**src/inc/css_pkg.sv**
```systemverilog
// Constants, types and helpers of the converter startup sequencer.
// Behaviour
// - Software reset, then initialization flag reads one.
// - Hold release starts trim and synthesizer.
// - Link engine disable halts link machine.
// - Calibration engine disable halts calibration.
// - Multiframe length used only in 8B/10B.
// - Sync source select picks sync input.
// - Device reports trim completion and lock.
// - Rising trigger edge starts foreground calibration.
// - Finish raises status pin and complete flag.
// - 8B/10B obeys sync; 64B/66B ignores it.
package css_pkg;
   localparam int CSS_CLK_PERIOD_NS = 50;
   // Internal durations; the synthesizer and calibration are modelled by counters.
   localparam int CSS_INIT_TIME_NS = 2000;
   localparam int CSS_TRIM_TIME_NS = 5000;
   localparam int CSS_LOCK_TIME_NS = 1000;
   localparam int CSS_CAL_TIME_NS = 10000;
   localparam logic [7:0] CSS_INIT_CYC = 8'((CSS_INIT_TIME_NS + CSS_CLK_PERIOD_NS - 1) / CSS_CLK_PERIOD_NS);
   localparam logic [7:0] CSS_TRIM_CYC = 8'((CSS_TRIM_TIME_NS + CSS_CLK_PERIOD_NS - 1) / CSS_CLK_PERIOD_NS);
   localparam logic [7:0] CSS_LOCK_CYC = 8'((CSS_LOCK_TIME_NS + CSS_CLK_PERIOD_NS - 1) / CSS_CLK_PERIOD_NS);
   localparam logic [7:0] CSS_CAL_CYC = 8'((CSS_CAL_TIME_NS + CSS_CLK_PERIOD_NS - 1) / CSS_CLK_PERIOD_NS);
   // Register byte offsets.
   localparam logic [7:0] CSS_OFS_CTRL = 8'h00;
   localparam logic [7:0] CSS_OFS_STATUS = 8'h04;
   localparam logic [7:0] CSS_OFS_PLL = 8'h08;
   localparam logic [7:0] CSS_OFS_DIV = 8'h0c;
   localparam logic [7:0] CSS_OFS_LINK = 8'h10;
   localparam logic [7:0] CSS_OFS_CAL = 8'h14;
   localparam logic [7:0] CSS_OFS_SERDES = 8'h18;
   // Field positions.
   localparam int CSS_CTRL_SOFT_RST = 0;
   localparam int CSS_PLL_HOLD = 0;
   localparam int CSS_PLL_AUTO = 1;
   localparam int CSS_PLL_BIAS_LSB = 8;
   localparam int CSS_PLL_TRIM_LSB = 16;
   localparam int CSS_DIV_P_LSB = 0;
   localparam int CSS_DIV_V_LSB = 4;
   localparam int CSS_DIV_N_LSB = 8;
   localparam int CSS_LINK_EN = 0;
   localparam int CSS_LINK_MODE_LSB = 8;
   localparam int CSS_LINK_KM1_LSB = 16;
   localparam int CSS_LINK_SYNC_SEL = 24;
   localparam int CSS_CAL_EN = 0;
   localparam int CSS_CAL_SOFT = 1;
   localparam int CSS_CAL_PIN_EN = 2;
   localparam int CSS_CAL_OVR = 3;
   localparam int CSS_CAL_STAT_SEL = 4;
   localparam int CSS_CAL_SETUP_LSB = 8;
   localparam int CSS_SETUP_BG = 0;
   // Reset values.
   localparam logic CSS_RST_PLL_HOLD = 1'b1;
   localparam logic [7:0] CSS_RST_BIAS = 8'h00;
   localparam logic [7:0] CSS_RST_TRIM = 8'h00;
   localparam logic [15:0] CSS_RST_DIV = 16'h0000;
   localparam logic [7:0] CSS_RST_SETUP = 8'h00;
   localparam logic [7:0] CSS_RST_SERDES = 8'h00;
   localparam int CSS_SERDES_EN = 7;
   // Link formats at or above this code use 64B/66B.
   localparam logic [4:0] CSS_FIRST_66B_MODE = 5'h08;
   localparam logic [1:0] CSS_ILAS_LAST_MF = 2'h3;
   localparam logic [2:0] CSS_HSIZE_WORD = 3'h2;
   localparam int CSS_LNK_CGS_BIT = 1;
   localparam int CSS_LNK_ILAS_BIT = 2;
   localparam int CSS_LNK_DATA_BIT = 3;

   typedef enum logic [3:0] {
      CSS_PLL_HOLD_ST = 4'h1,
      CSS_PLL_TRIM_ST = 4'h2,
      CSS_PLL_LOCKING_ST = 4'h4,
      CSS_PLL_LOCKED_ST = 4'h8
   } css_pll_state_t;
   typedef enum logic [2:0] {
      CSS_CAL_IDLE = 3'h1,
      CSS_CAL_RUN = 3'h2,
      CSS_CAL_DONE = 3'h4
   } css_cal_state_t;
   typedef enum logic [3:0] {
      CSS_LNK_OFF = 4'h1,
      CSS_LNK_CGS = 4'h2,
      CSS_LNK_ILAS = 4'h4,
      CSS_LNK_DATA = 4'h8
   } css_link_state_t;

   function automatic logic css_is_8b10b(input logic [4:0] mode);
      return mode < CSS_FIRST_66B_MODE;
   endfunction
endpackage

```
**src/hw/css_sync.sv**
```systemverilog
// Two-flop synchroniser for asynchronous pin inputs.
module css_sync #(
   parameter int W = 1
) (
   // Clock and reset
   input wire logic clk_in,
   input wire logic rst_in,
   // Data
   input wire logic [W-1:0] async_in,
   output logic [W-1:0] sync_out
);
   logic [W-1:0] meta_q;

   always_ff @(posedge clk_in or posedge rst_in) begin
      if (rst_in) begin
         meta_q <= '0;
         sync_out <= '0;
      end else begin
         meta_q <= async_in;
         sync_out <= meta_q;
      end
   end
endmodule // css_sync

```
**src/hw/css_top.sv**
```systemverilog
// Converter startup sequencer: register slave, synthesizer, calibration and link control.
//
// The placing of the registers and the AHB-Lite interface to the registers are this design's own decisions.
module css_top (
   // Clock and reset
   input wire logic clk_sys_in,
   input wire logic rst_in,
   // AHB-Lite slave
   input wire logic hsel_in,
   input wire logic [7:0] haddr_in,
   input wire logic [1:0] htrans_in,
   input wire logic hwrite_in,
   input wire logic [2:0] hsize_in,
   input wire logic [31:0] hwdata_in,
   input wire logic hready_in,
   output logic [31:0] hrdata_out,
   output logic hreadyout_out,
   output logic hresp_out,
   // Straps and pins
   input wire logic pll_strap_enable_in,
   input wire logic ref_clock_source_select_in,
   input wire logic sync_single_ended_in,
   input wire logic timestamp_diff_p_in,
   input wire logic timestamp_diff_n_in,
   input wire logic calibration_trigger_pin_in,
   // Outputs
   output logic calibration_status_pin_out,
   output logic sampling_clock_run_out,
   output logic link_cgs_out,
   output logic link_ilas_out,
   output logic link_data_out,
   output logic multiframe_tick_out,
   output logic serdes_ref_out_enable_out
);
   localparam int A_INIT = 40;
   localparam int A_TRIM = 100;
   localparam int A_LOCK = 20;

   logic [5:0] pins_s;
   logic pll_strap_q, ref_strap_q, cal_pin_prev_q, soft_prev_q;
   logic rd_pend_q, wr_pend_q, hready_q, soft_rst_q;
   logic [7:0] rd_addr_q, wr_addr_q, init_cnt_q, pll_cnt_q, cal_cnt_q;
   logic init_q, trim_done_q, lock_q, foreground_complete_flag_q, cal_pin_q;
   logic pll_hold_q, trim_auto_q;
   logic [7:0] bias_q, trim_val_q, setup_q, serdes_q;
   logic [15:0] div_q;
   logic link_en_q, sync_sel_q, cal_en_q, soft_trig_q, pin_trig_en_q, overrange_detect_enable_q, stat_sel_q;
   logic [4:0] mode_q, km1_q, mf_cnt_q;
   logic [1:0] ilas_cnt_q;
   logic mf_tick_q;
   logic [31:0] rdata_q;
   css_pkg::css_pll_state_t pll_st_q;
   css_pkg::css_cal_state_t cal_st_q;
   css_pkg::css_link_state_t link_st_q;
   logic accept, wr_word, sync_level, is8b, trig_rise;

   css_sync #(.W(6)) u_sync (
      .clk_in(clk_sys_in),
      .rst_in(rst_in),
      .async_in({calibration_trigger_pin_in, timestamp_diff_n_in, timestamp_diff_p_in,
                 sync_single_ended_in, ref_clock_source_select_in, pll_strap_enable_in}),
      .sync_out(pins_s)
   );

   // Bus slave: writes commit at the end of the data phase, reads take one wait state
   // so that a read right behind a write to the same register sees the new value.
   assign accept = hsel_in && htrans_in[1] && hready_in;
   assign wr_word = wr_pend_q;

   always_ff @(posedge clk_sys_in or posedge rst_in) begin
      if (rst_in) begin
         wr_pend_q <= 1'b0;
         rd_pend_q <= 1'b0;
         hready_q <= 1'b1;
         wr_addr_q <= 8'h00;
         rd_addr_q <= 8'h00;
         rdata_q <= 32'h0000_0000;
      end else begin
         wr_pend_q <= accept && hwrite_in && (hsize_in == css_pkg::CSS_HSIZE_WORD);
         if (accept) begin
            wr_addr_q <= haddr_in;
            rd_addr_q <= haddr_in;
         end
         if (accept && !hwrite_in) begin
            rd_pend_q <= 1'b1;
            hready_q <= 1'b0;
         end else if (rd_pend_q) begin
            rd_pend_q <= 1'b0;
            hready_q <= 1'b1;
            case (rd_addr_q)
               css_pkg::CSS_OFS_STATUS: rdata_q <= {23'h0, ref_strap_q, pll_strap_q, sync_level,
                  link_st_q[css_pkg::CSS_LNK_DATA_BIT], cal_st_q == css_pkg::CSS_CAL_RUN,
                  foreground_complete_flag_q, lock_q, trim_done_q, init_q};
               css_pkg::CSS_OFS_PLL: rdata_q <= {8'h00, trim_val_q, bias_q, 6'h00, trim_auto_q, pll_hold_q};
               css_pkg::CSS_OFS_DIV: rdata_q <= {16'h0000, div_q};
               css_pkg::CSS_OFS_LINK: rdata_q <= {7'h00, sync_sel_q, 3'h0, km1_q, 3'h0, mode_q, 7'h00, link_en_q};
               css_pkg::CSS_OFS_CAL: rdata_q <= {16'h0000, setup_q, 3'h0, stat_sel_q, overrange_detect_enable_q,
                  pin_trig_en_q, soft_trig_q, cal_en_q};
               css_pkg::CSS_OFS_SERDES: rdata_q <= {24'h000000, serdes_q};
               default: rdata_q <= 32'h0000_0000;
            endcase
         end
      end
   end
   assign hrdata_out = rdata_q;
   assign hreadyout_out = hready_q;
   assign hresp_out = 1'b0;

   // Configuration registers; a software reset returns them to their defaults.
   always_ff @(posedge clk_sys_in or posedge rst_in) begin
      if (rst_in) begin
         soft_rst_q <= 1'b0;
         pll_hold_q <= css_pkg::CSS_RST_PLL_HOLD;
         trim_auto_q <= 1'b0;
         bias_q <= css_pkg::CSS_RST_BIAS;
         trim_val_q <= css_pkg::CSS_RST_TRIM;
         div_q <= css_pkg::CSS_RST_DIV;
         link_en_q <= 1'b0;
         mode_q <= 5'h00;
         km1_q <= 5'h00;
         sync_sel_q <= 1'b0;
         {cal_en_q, soft_trig_q, pin_trig_en_q, overrange_detect_enable_q, stat_sel_q} <= 5'h00;
         setup_q <= css_pkg::CSS_RST_SETUP;
         serdes_q <= css_pkg::CSS_RST_SERDES;
      end else begin
         soft_rst_q <= wr_word && (wr_addr_q == css_pkg::CSS_OFS_CTRL) && hwdata_in[css_pkg::CSS_CTRL_SOFT_RST];
         if (soft_rst_q) begin
            pll_hold_q <= css_pkg::CSS_RST_PLL_HOLD;
            trim_auto_q <= 1'b0;
            bias_q <= css_pkg::CSS_RST_BIAS;
            trim_val_q <= css_pkg::CSS_RST_TRIM;
            div_q <= css_pkg::CSS_RST_DIV;
            link_en_q <= 1'b0;
            mode_q <= 5'h00;
            km1_q <= 5'h00;
            sync_sel_q <= 1'b0;
            {cal_en_q, soft_trig_q, pin_trig_en_q, overrange_detect_enable_q, stat_sel_q} <= 5'h00;
            setup_q <= css_pkg::CSS_RST_SETUP;
            serdes_q <= css_pkg::CSS_RST_SERDES;
         end else if (wr_word) begin
            case (wr_addr_q)
               css_pkg::CSS_OFS_PLL: begin
                  pll_hold_q <= hwdata_in[css_pkg::CSS_PLL_HOLD];
                  trim_auto_q <= hwdata_in[css_pkg::CSS_PLL_AUTO];
                  bias_q <= hwdata_in[css_pkg::CSS_PLL_BIAS_LSB +: 8];
                  trim_val_q <= hwdata_in[css_pkg::CSS_PLL_TRIM_LSB +: 8];
               end
               css_pkg::CSS_OFS_DIV: div_q <= hwdata_in[15:0];
               css_pkg::CSS_OFS_LINK: begin
                  link_en_q <= hwdata_in[css_pkg::CSS_LINK_EN];
                  mode_q <= hwdata_in[css_pkg::CSS_LINK_MODE_LSB +: 5];
                  km1_q <= hwdata_in[css_pkg::CSS_LINK_KM1_LSB +: 5];
                  sync_sel_q <= hwdata_in[css_pkg::CSS_LINK_SYNC_SEL];
               end
               css_pkg::CSS_OFS_CAL: begin
                  cal_en_q <= hwdata_in[css_pkg::CSS_CAL_EN];
                  soft_trig_q <= hwdata_in[css_pkg::CSS_CAL_SOFT];
                  pin_trig_en_q <= hwdata_in[css_pkg::CSS_CAL_PIN_EN];
                  overrange_detect_enable_q <= hwdata_in[css_pkg::CSS_CAL_OVR];
                  stat_sel_q <= hwdata_in[css_pkg::CSS_CAL_STAT_SEL];
                  setup_q <= hwdata_in[css_pkg::CSS_CAL_SETUP_LSB +: 8];
               end
               css_pkg::CSS_OFS_SERDES: serdes_q <= hwdata_in[7:0];
               default: ;
            endcase
         end
      end
   end

   // Initialization timer; straps are caught while it runs, after the synchroniser has settled.
   always_ff @(posedge clk_sys_in or posedge rst_in) begin
      if (rst_in) begin
         init_cnt_q <= 8'h00;
         init_q <= 1'b0;
         pll_strap_q <= 1'b0;
         ref_strap_q <= 1'b0;
      end else if (soft_rst_q) begin
         init_cnt_q <= 8'h00;
         init_q <= 1'b0;
      end else if (!init_q) begin
         pll_strap_q <= pins_s[0];
         ref_strap_q <= pins_s[1];
         init_cnt_q <= init_cnt_q + 8'h01;
         if (init_cnt_q == css_pkg::CSS_INIT_CYC - 8'h01) begin
            init_q <= 1'b1;
         end
      end
   end

   // Synthesizer: held while the hold bit is set or the strap disables it.
   always_ff @(posedge clk_sys_in or posedge rst_in) begin
      if (rst_in) begin
         pll_st_q <= css_pkg::CSS_PLL_HOLD_ST;
         pll_cnt_q <= 8'h00;
         trim_done_q <= 1'b0;
         lock_q <= 1'b0;
      end else if (pll_hold_q || !pll_strap_q || !init_q) begin
         pll_st_q <= css_pkg::CSS_PLL_HOLD_ST;
         pll_cnt_q <= 8'h00;
         trim_done_q <= 1'b0;
         lock_q <= 1'b0;
      end else begin
         pll_cnt_q <= pll_cnt_q + 8'h01;
         case (pll_st_q)
            css_pkg::CSS_PLL_HOLD_ST: begin
               pll_cnt_q <= 8'h00;
               pll_st_q <= trim_auto_q ? css_pkg::CSS_PLL_TRIM_ST : css_pkg::CSS_PLL_LOCKING_ST;
               trim_done_q <= !trim_auto_q;
            end
            css_pkg::CSS_PLL_TRIM_ST: if (pll_cnt_q == css_pkg::CSS_TRIM_CYC - 8'h01) begin
               pll_cnt_q <= 8'h00;
               pll_st_q <= css_pkg::CSS_PLL_LOCKING_ST;
               trim_done_q <= 1'b1;
            end
            css_pkg::CSS_PLL_LOCKING_ST: if (pll_cnt_q == css_pkg::CSS_LOCK_CYC - 8'h01) begin
               pll_st_q <= css_pkg::CSS_PLL_LOCKED_ST;
               lock_q <= 1'b1;
            end
            css_pkg::CSS_PLL_LOCKED_ST: pll_cnt_q <= 8'h00;
            default: pll_st_q <= css_pkg::CSS_PLL_HOLD_ST;
         endcase
      end
   end
   assign sampling_clock_run_out = !pll_st_q[0];

   // Foreground calibration; triggers only count while the engine runs in foreground mode.
   assign trig_rise = (soft_trig_q && !soft_prev_q) || (pin_trig_en_q && pins_s[5] && !cal_pin_prev_q);
   always_ff @(posedge clk_sys_in or posedge rst_in) begin
      if (rst_in) begin
         soft_prev_q <= 1'b0;
         cal_pin_prev_q <= 1'b0;
         cal_st_q <= css_pkg::CSS_CAL_IDLE;
         cal_cnt_q <= 8'h00;
         foreground_complete_flag_q <= 1'b0;
      end else begin
         soft_prev_q <= soft_trig_q;
         cal_pin_prev_q <= pins_s[5];
         if (cal_en_q) begin
            case (cal_st_q)
               css_pkg::CSS_CAL_RUN: begin
                  cal_cnt_q <= cal_cnt_q + 8'h01;
                  if (cal_cnt_q == css_pkg::CSS_CAL_CYC - 8'h01) begin
                     cal_st_q <= css_pkg::CSS_CAL_DONE;
                     foreground_complete_flag_q <= 1'b1;
                  end
               end
               css_pkg::CSS_CAL_IDLE, css_pkg::CSS_CAL_DONE: if (trig_rise && !setup_q[css_pkg::CSS_SETUP_BG]) begin
                  cal_st_q <= css_pkg::CSS_CAL_RUN;
                  cal_cnt_q <= 8'h00;
                  foreground_complete_flag_q <= 1'b0;
               end
               default: cal_st_q <= css_pkg::CSS_CAL_IDLE;
            endcase
         end
      end
   end

   // The status pin follows the complete flag one cycle later unless it is deselected.
   always_ff @(posedge clk_sys_in or posedge rst_in) begin
      if (rst_in) begin
         cal_pin_q <= 1'b0;
         serdes_ref_out_enable_out <= 1'b0;
      end else begin
         cal_pin_q <= foreground_complete_flag_q && !stat_sel_q;
         serdes_ref_out_enable_out <= serdes_q[css_pkg::CSS_SERDES_EN];
      end
   end
   assign calibration_status_pin_out = cal_pin_q;

   // Link: sync is active low, a request restarts code group sync.
   assign sync_level = sync_sel_q ? (pins_s[3] && !pins_s[4]) : pins_s[2];
   assign is8b = css_pkg::css_is_8b10b(mode_q);

   always_ff @(posedge clk_sys_in or posedge rst_in) begin
      if (rst_in) begin
         mf_cnt_q <= 5'h00;
         mf_tick_q <= 1'b0;
      end else if (!link_en_q || !is8b) begin
         mf_cnt_q <= 5'h00;
         mf_tick_q <= 1'b0;
      end else begin
         mf_tick_q <= mf_cnt_q == km1_q;
         mf_cnt_q <= (mf_cnt_q == km1_q) ? 5'h00 : mf_cnt_q + 5'h01;
      end
   end
   assign multiframe_tick_out = mf_tick_q;

   always_ff @(posedge clk_sys_in or posedge rst_in) begin
      if (rst_in) begin
         link_st_q <= css_pkg::CSS_LNK_OFF;
         ilas_cnt_q <= 2'h0;
      end else if (!link_en_q) begin
         link_st_q <= css_pkg::CSS_LNK_OFF;
         ilas_cnt_q <= 2'h0;
      end else if (!is8b) begin
         link_st_q <= css_pkg::CSS_LNK_DATA;
      end else begin
         case (link_st_q)
            css_pkg::CSS_LNK_CGS: if (sync_level) begin
               link_st_q <= css_pkg::CSS_LNK_ILAS;
               ilas_cnt_q <= 2'h0;
            end
            css_pkg::CSS_LNK_ILAS: if (!sync_level) begin
               link_st_q <= css_pkg::CSS_LNK_CGS;
            end else if (mf_tick_q) begin
               ilas_cnt_q <= ilas_cnt_q + 2'h1;
               if (ilas_cnt_q == css_pkg::CSS_ILAS_LAST_MF) begin
                  link_st_q <= css_pkg::CSS_LNK_DATA;
               end
            end
            css_pkg::CSS_LNK_DATA: if (!sync_level) begin
               link_st_q <= css_pkg::CSS_LNK_CGS;
            end
            default: link_st_q <= css_pkg::CSS_LNK_CGS;
         endcase
      end
   end
   assign link_cgs_out = link_st_q[css_pkg::CSS_LNK_CGS_BIT];
   assign link_ilas_out = link_st_q[css_pkg::CSS_LNK_ILAS_BIT];
   assign link_data_out = link_st_q[css_pkg::CSS_LNK_DATA_BIT];

   a_init_after_reset: assert property (@(posedge clk_sys_in) disable iff (rst_in)
      soft_rst_q |=> !init_q ##A_INIT init_q) else $error("init flag timing wrong");
   a_trim_then_lock: assert property (@(posedge clk_sys_in) disable iff (rst_in)
      pll_st_q == css_pkg::CSS_PLL_HOLD_ST && !pll_hold_q && pll_strap_q && init_q && trim_auto_q
      |=> pll_st_q == css_pkg::CSS_PLL_TRIM_ST ##A_TRIM trim_done_q ##A_LOCK lock_q)
      else $error("trim or lock timing wrong");
   a_hold_clears_flags: assert property (@(posedge clk_sys_in) disable iff (rst_in)
      pll_hold_q |=> !lock_q && !trim_done_q && !sampling_clock_run_out) else $error("hold left flags set");
   a_link_halted: assert property (@(posedge clk_sys_in) disable iff (rst_in)
      !link_en_q |=> link_st_q == css_pkg::CSS_LNK_OFF && !link_data_out) else $error("link not halted");
   a_cal_frozen: assert property (@(posedge clk_sys_in) disable iff (rst_in)
      !cal_en_q |=> $stable(cal_cnt_q) && $stable(cal_st_q)) else $error("calibration ran while halted");
   a_cal_start: assert property (@(posedge clk_sys_in) disable iff (rst_in)
      cal_en_q && trig_rise && !setup_q[css_pkg::CSS_SETUP_BG] && cal_st_q != css_pkg::CSS_CAL_RUN
      |=> cal_st_q == css_pkg::CSS_CAL_RUN && !foreground_complete_flag_q) else $error("trigger did not start calibration");
   a_cal_finish: assert property (@(posedge clk_sys_in) disable iff (rst_in)
      cal_en_q && cal_st_q == css_pkg::CSS_CAL_RUN && cal_cnt_q == css_pkg::CSS_CAL_CYC - 8'h01 && !stat_sel_q
      ##1 !stat_sel_q |=> foreground_complete_flag_q && calibration_status_pin_out) else $error("finish not reported");
   a_sync_request: assert property (@(posedge clk_sys_in) disable iff (rst_in)
      link_en_q && is8b && link_data_out && !sync_level |=> link_cgs_out || !link_en_q || !is8b)
      else $error("sync request ignored");
   a_sync_ignored: assert property (@(posedge clk_sys_in) disable iff (rst_in)
      link_en_q && !is8b ##1 link_en_q && !is8b |-> link_data_out) else $error("64B/66B link not in data");
   a_mf_tick_8b: assert property (@(posedge clk_sys_in) disable iff (rst_in)
      !is8b |=> !multiframe_tick_out) else $error("multiframe tick outside 8B/10B");
   a_read_wait: assert property (@(posedge clk_sys_in) disable iff (rst_in)
      accept && !hwrite_in |=> !hreadyout_out ##1 hreadyout_out) else $error("read wait state wrong");
endmodule // css_top

```
**config.mk**
```make
export PLATFORM = sky130hd
export DESIGN_NAME = css_top
export DESIGN_NICKNAME = d
export VERILOG_FILES = /design/src/inc/css_pkg.sv /design/src/hw/css_sync.sv /design/src/hw/css_top.sv
export SDC_FILE = /design/constraint.sdc
export NUM_CORES = 1
export LEC_CHECK = 0
export BUFFER_PORTS_ARGS = -buffer_cell sky130_fd_sc_hd__buf_2
export CAP_MARGIN = 20
export CELL_PAD_IN_SITES_DETAIL_PLACEMENT = 1
export CELL_PAD_IN_SITES_GLOBAL_PLACEMENT = 2
export CORE_MARGIN = 1
export CORE_UTILIZATION = 33
export CTS_CLUSTER_DIAMETER = 40
export DETAILED_ROUTE_END_ITERATION = 10
export GPL_ROUTABILITY_DRIVEN = 0
export PLACE_DENSITY_LB_ADDON = 0.1
export SLEW_MARGIN = 20
export SYNTH_ARGS = -nofsm -noshare
export SYNTH_HDL_FRONTEND = slang
export SYNTH_SLANG_ARGS = --single-unit
```
**constraint.sdc**
```tcl
create_clock -name clk_sys_in -period 6 [get_ports clk_sys_in]
set_input_delay 1.5 -clock clk_sys_in [delete_from_list [all_inputs] [get_ports clk_sys_in]]
set_output_delay 1.5 -clock clk_sys_in [all_outputs]
set_load 0.02 [all_outputs]
```
==> metrics <==
global-route wire length before repair 34600 µm; area of the die 0.0236 mm²; unrepaired setup endpoints after global routing false; antenna-violating nets left 0; Power per Cell Area 311 mW/mm²; destination of the worst register-to-register timing path bias_q[1]; Clock Skew 10.3 ps; Final Hold Vio Count 0; vertical die dimension 154 µm; number of flops mapped to enable cells by yosys 0; First DRT Iteration DRCs 229; number of max-slew violations in the final report 0; f_max 304 MHz; minimum hold slack 346 ps; max capacitance violation total 0; source of the worst register-to-register timing path wr_addr_q[2]; most frequently used cell type in the post-synthesis netlist dfrtp_1; Rel. slew slack 0.298; hold bufs inserted after CTS 0; endpoints failing setup 0; leading post-synthesis cells by cell area dfrtp_1 (54%), nand2_1 (6.2%), mux2i_1 (4.3%); row count 55; proportion of synthesized flip-flops having asynchronous set or reset 1.00; number of levels the H-tree was split into 4; Register-to-Register Path Depth 5; final global-route overflow total 0; WP data required 6340 ps; Worst Setup EP hrdata_out[19]; post_cts resized 0; post-synth top area cell dfrtp_1; critical-path cell list buf_2, nand3_1, o21ai_2, buf_4, or4_1, o21ai_0; number of buffers inserted to repair setup after CTS 0; Seq/Total Area, Yosys 0.557; clock tree from TritonCTS done; wire length after detailed routing 21000 µm; Worst-Skew Late Latency 430 ps; vias after detailed routing 5849; critical path peak fanout 28; most frequent cells after synthesis dfrtp_1 (164), nand2_1 (126), nor2_1 (78); maximum single-stage delay on the critical path 940 ps; number of iterations in the first detailed-routing pass 4; Port-buffer cells 80; Peak VDD IR 162 µV; number of filler instances in the final layout 2569; post-synthesis area per instance 10.1 µm²; clock transition at the register clock pins on the worst setup and hold paths after CTS 70 ps; share of Yosys cell area claimed by the top area cell type 0.540; most common flop cell mapped by yosys dfrtp_1; post-route clock period utilization 0.547; HP Class register to register; standard cell core area 0.0226 mm²; worst hold path depth 0; buffer cell driving the clock tree root clkbuf_16; highest-delay cell along the critical path or4_1; number of buffers created by CTS 17; half-perimeter wire length after detailed placement 13900 µm; ratio of cells with drive above 1 in the final layout 0.188; Clock Path Buffers 2; Starting Density 0.336; nets 886; Sum Neg Setup Slack 0 ps; critical hold path startpoint u_sync.meta_q[1]; CTS sink count 169; overall global routing resource usage 0.188; wire per inst 18.7 µm; launch point of the worst path hsel_in; register bit total from synthesis 169; vias in the first global route 6288; Residual DRC 0; minimum clock period 3280 ps; type of destination of the critical path register; arrival time at the worst endpoint 3620 ps; Cell variety after synth 63; Least-Margin Pin Slew 1050 ps; post-synthesis instance total 755; critical path type input port to register; leak pwr 4.05 nW; post-synthesis to final-layout area growth 16.5%; Ys Warns 0; Die X 154 µm; Buf+Inv Stages, Crit Path 2; Reg2Reg Setup Slack 2820 ps; count of cell instances traversed by the critical path 6; Via density 5.21; result of the run complete, no violations; Post-Synthesis Cell Area 0.00760 mm²; category of the worst setup path launch point input port; antenna violations before repair 0; number of antenna diodes 0; kind of cell adding the most delay to the critical path simple AND/OR/NAND/NOR gates; top-level I/O count 97; pin count of the biggest net entering global routing 170
cell type report:
| cell class | count | area (µm²) | area share |
|---|---|---|---|
| clock inverters | 12 | 140 | 0.0158 |
| repair buffers | 88 | 473 | 0.0534 |
| clock buffers | 20 | 457 | 0.0516 |
| multi-input cells | 536 | 3150 | 0.355 |
| flip-flops and latches | 169 | 4240 | 0.478 |
| well taps | 285 | 357 | 0.0403 |
| inverters | 12 | 48.8 | 0.00551 |
kinds of logic (layout without fill, tap and decap cells):
kind of cell               after synthesis  after routing  share of synthesized area
AOI/OAI and AO/OA                      148            148                      0.117
xor gates and xnor gates                24             24                     0.0276
adders and majority gates                6              6                    0.00987
buffers and inverters                   57            132                     0.0341
DFF                                    169            169                      0.557
muxes                                   47             47                     0.0642
other                                    1              8                   0.000493
and+or+nand+nor                        303            303                      0.190
report_power, final:
group	total [mW]	leakage, nW	internal [mW]	switching (mW)
Combinational	0.333	1.75	0.140	0.193
Clock	1.13	0.284	0.642	0.487
Sequential	1.30	2.01	1.21	0.0844
placed cells by master, fill, tap and decap left out, types with 6 or more instances in the layout:
cell,synthesis,final
xnor2_1,11,11
nor3_1,7,7
inv_1,12,11
mux2_2,14,14
mux2i_1,33,33
a22oi_1,16,16
buf_4,8,7
buf_2,6,80
nand2_1,126,126
xor2_1,13,13
nand3_1,29,29
a21oi_1,64,64
dfrtp_1,164,163
o21ai_0,41,41
nand4b_1,6,6
nor2b_1,9,9
nor2_1,78,78
conb_1,1,8
clkbuf_16,0,17
ha_1,6,6
nand2b_1,6,6
metrics by stage:
stage	cells	area [µm²]	util	power, mW	worst slack (ps)
final	1122	8860	0.391	2.76	2720
after global routing	1122	8860	0.391	2.89	2480
after CTS	1122	8860	0.391	2.79	2680
after detailed placement	1090	8260	0.365	1.65	2210
after global placement	1090	8260	0.365	1.64	2280
after floorplan	762	7630	-	1.54	2350
how the worst min path moves through the flow:
stage / end / slack [ps]
floorplan: u_sync.sync_out[0] / 330
global placement: u_sync.sync_out[2] / 330
detailed placement: u_sync.sync_out[0] / 340
CTS: u_sync.sync_out[1] / 340
global route: u_sync.sync_out[1] / 360
finish: u_sync.sync_out[1] / 350
metal layers:
layer | GRT usage | share of wire
met1 | 0.246 | 0.47
met2 | 0.319 | 0.50
met3 | 0.0389 | 0.028
met4 | 0.0390 | 0.0077
met5 | 0 | 0
registers in the layout, indices dropped and copies added, names as in the netlist, 6 cells and up:
| signal | cells |
|---|---|
| serdes_q | 8 |
| wr_addr_q | 8 |
| trim_val_q | 8 |
| u_sync.sync_out | 6 |
| u_sync.meta_q | 6 |
| setup_q | 8 |
| hrdata_out | 25 |
| init_cnt_q | 8 |
| cal_cnt_q | 8 |
| pll_cnt_q | 8 |
| div_q | 16 |
| bias_q | 8 |
worst register-to-register path, delay by kind of cell (launching register included):
kind             cells  cell delay, ps
AO/OA/AOI/OAI        1             100
AND/OR/NAND/NOR      4            2300
flip-flops           1             640
(Power assumes the default switching activity.)
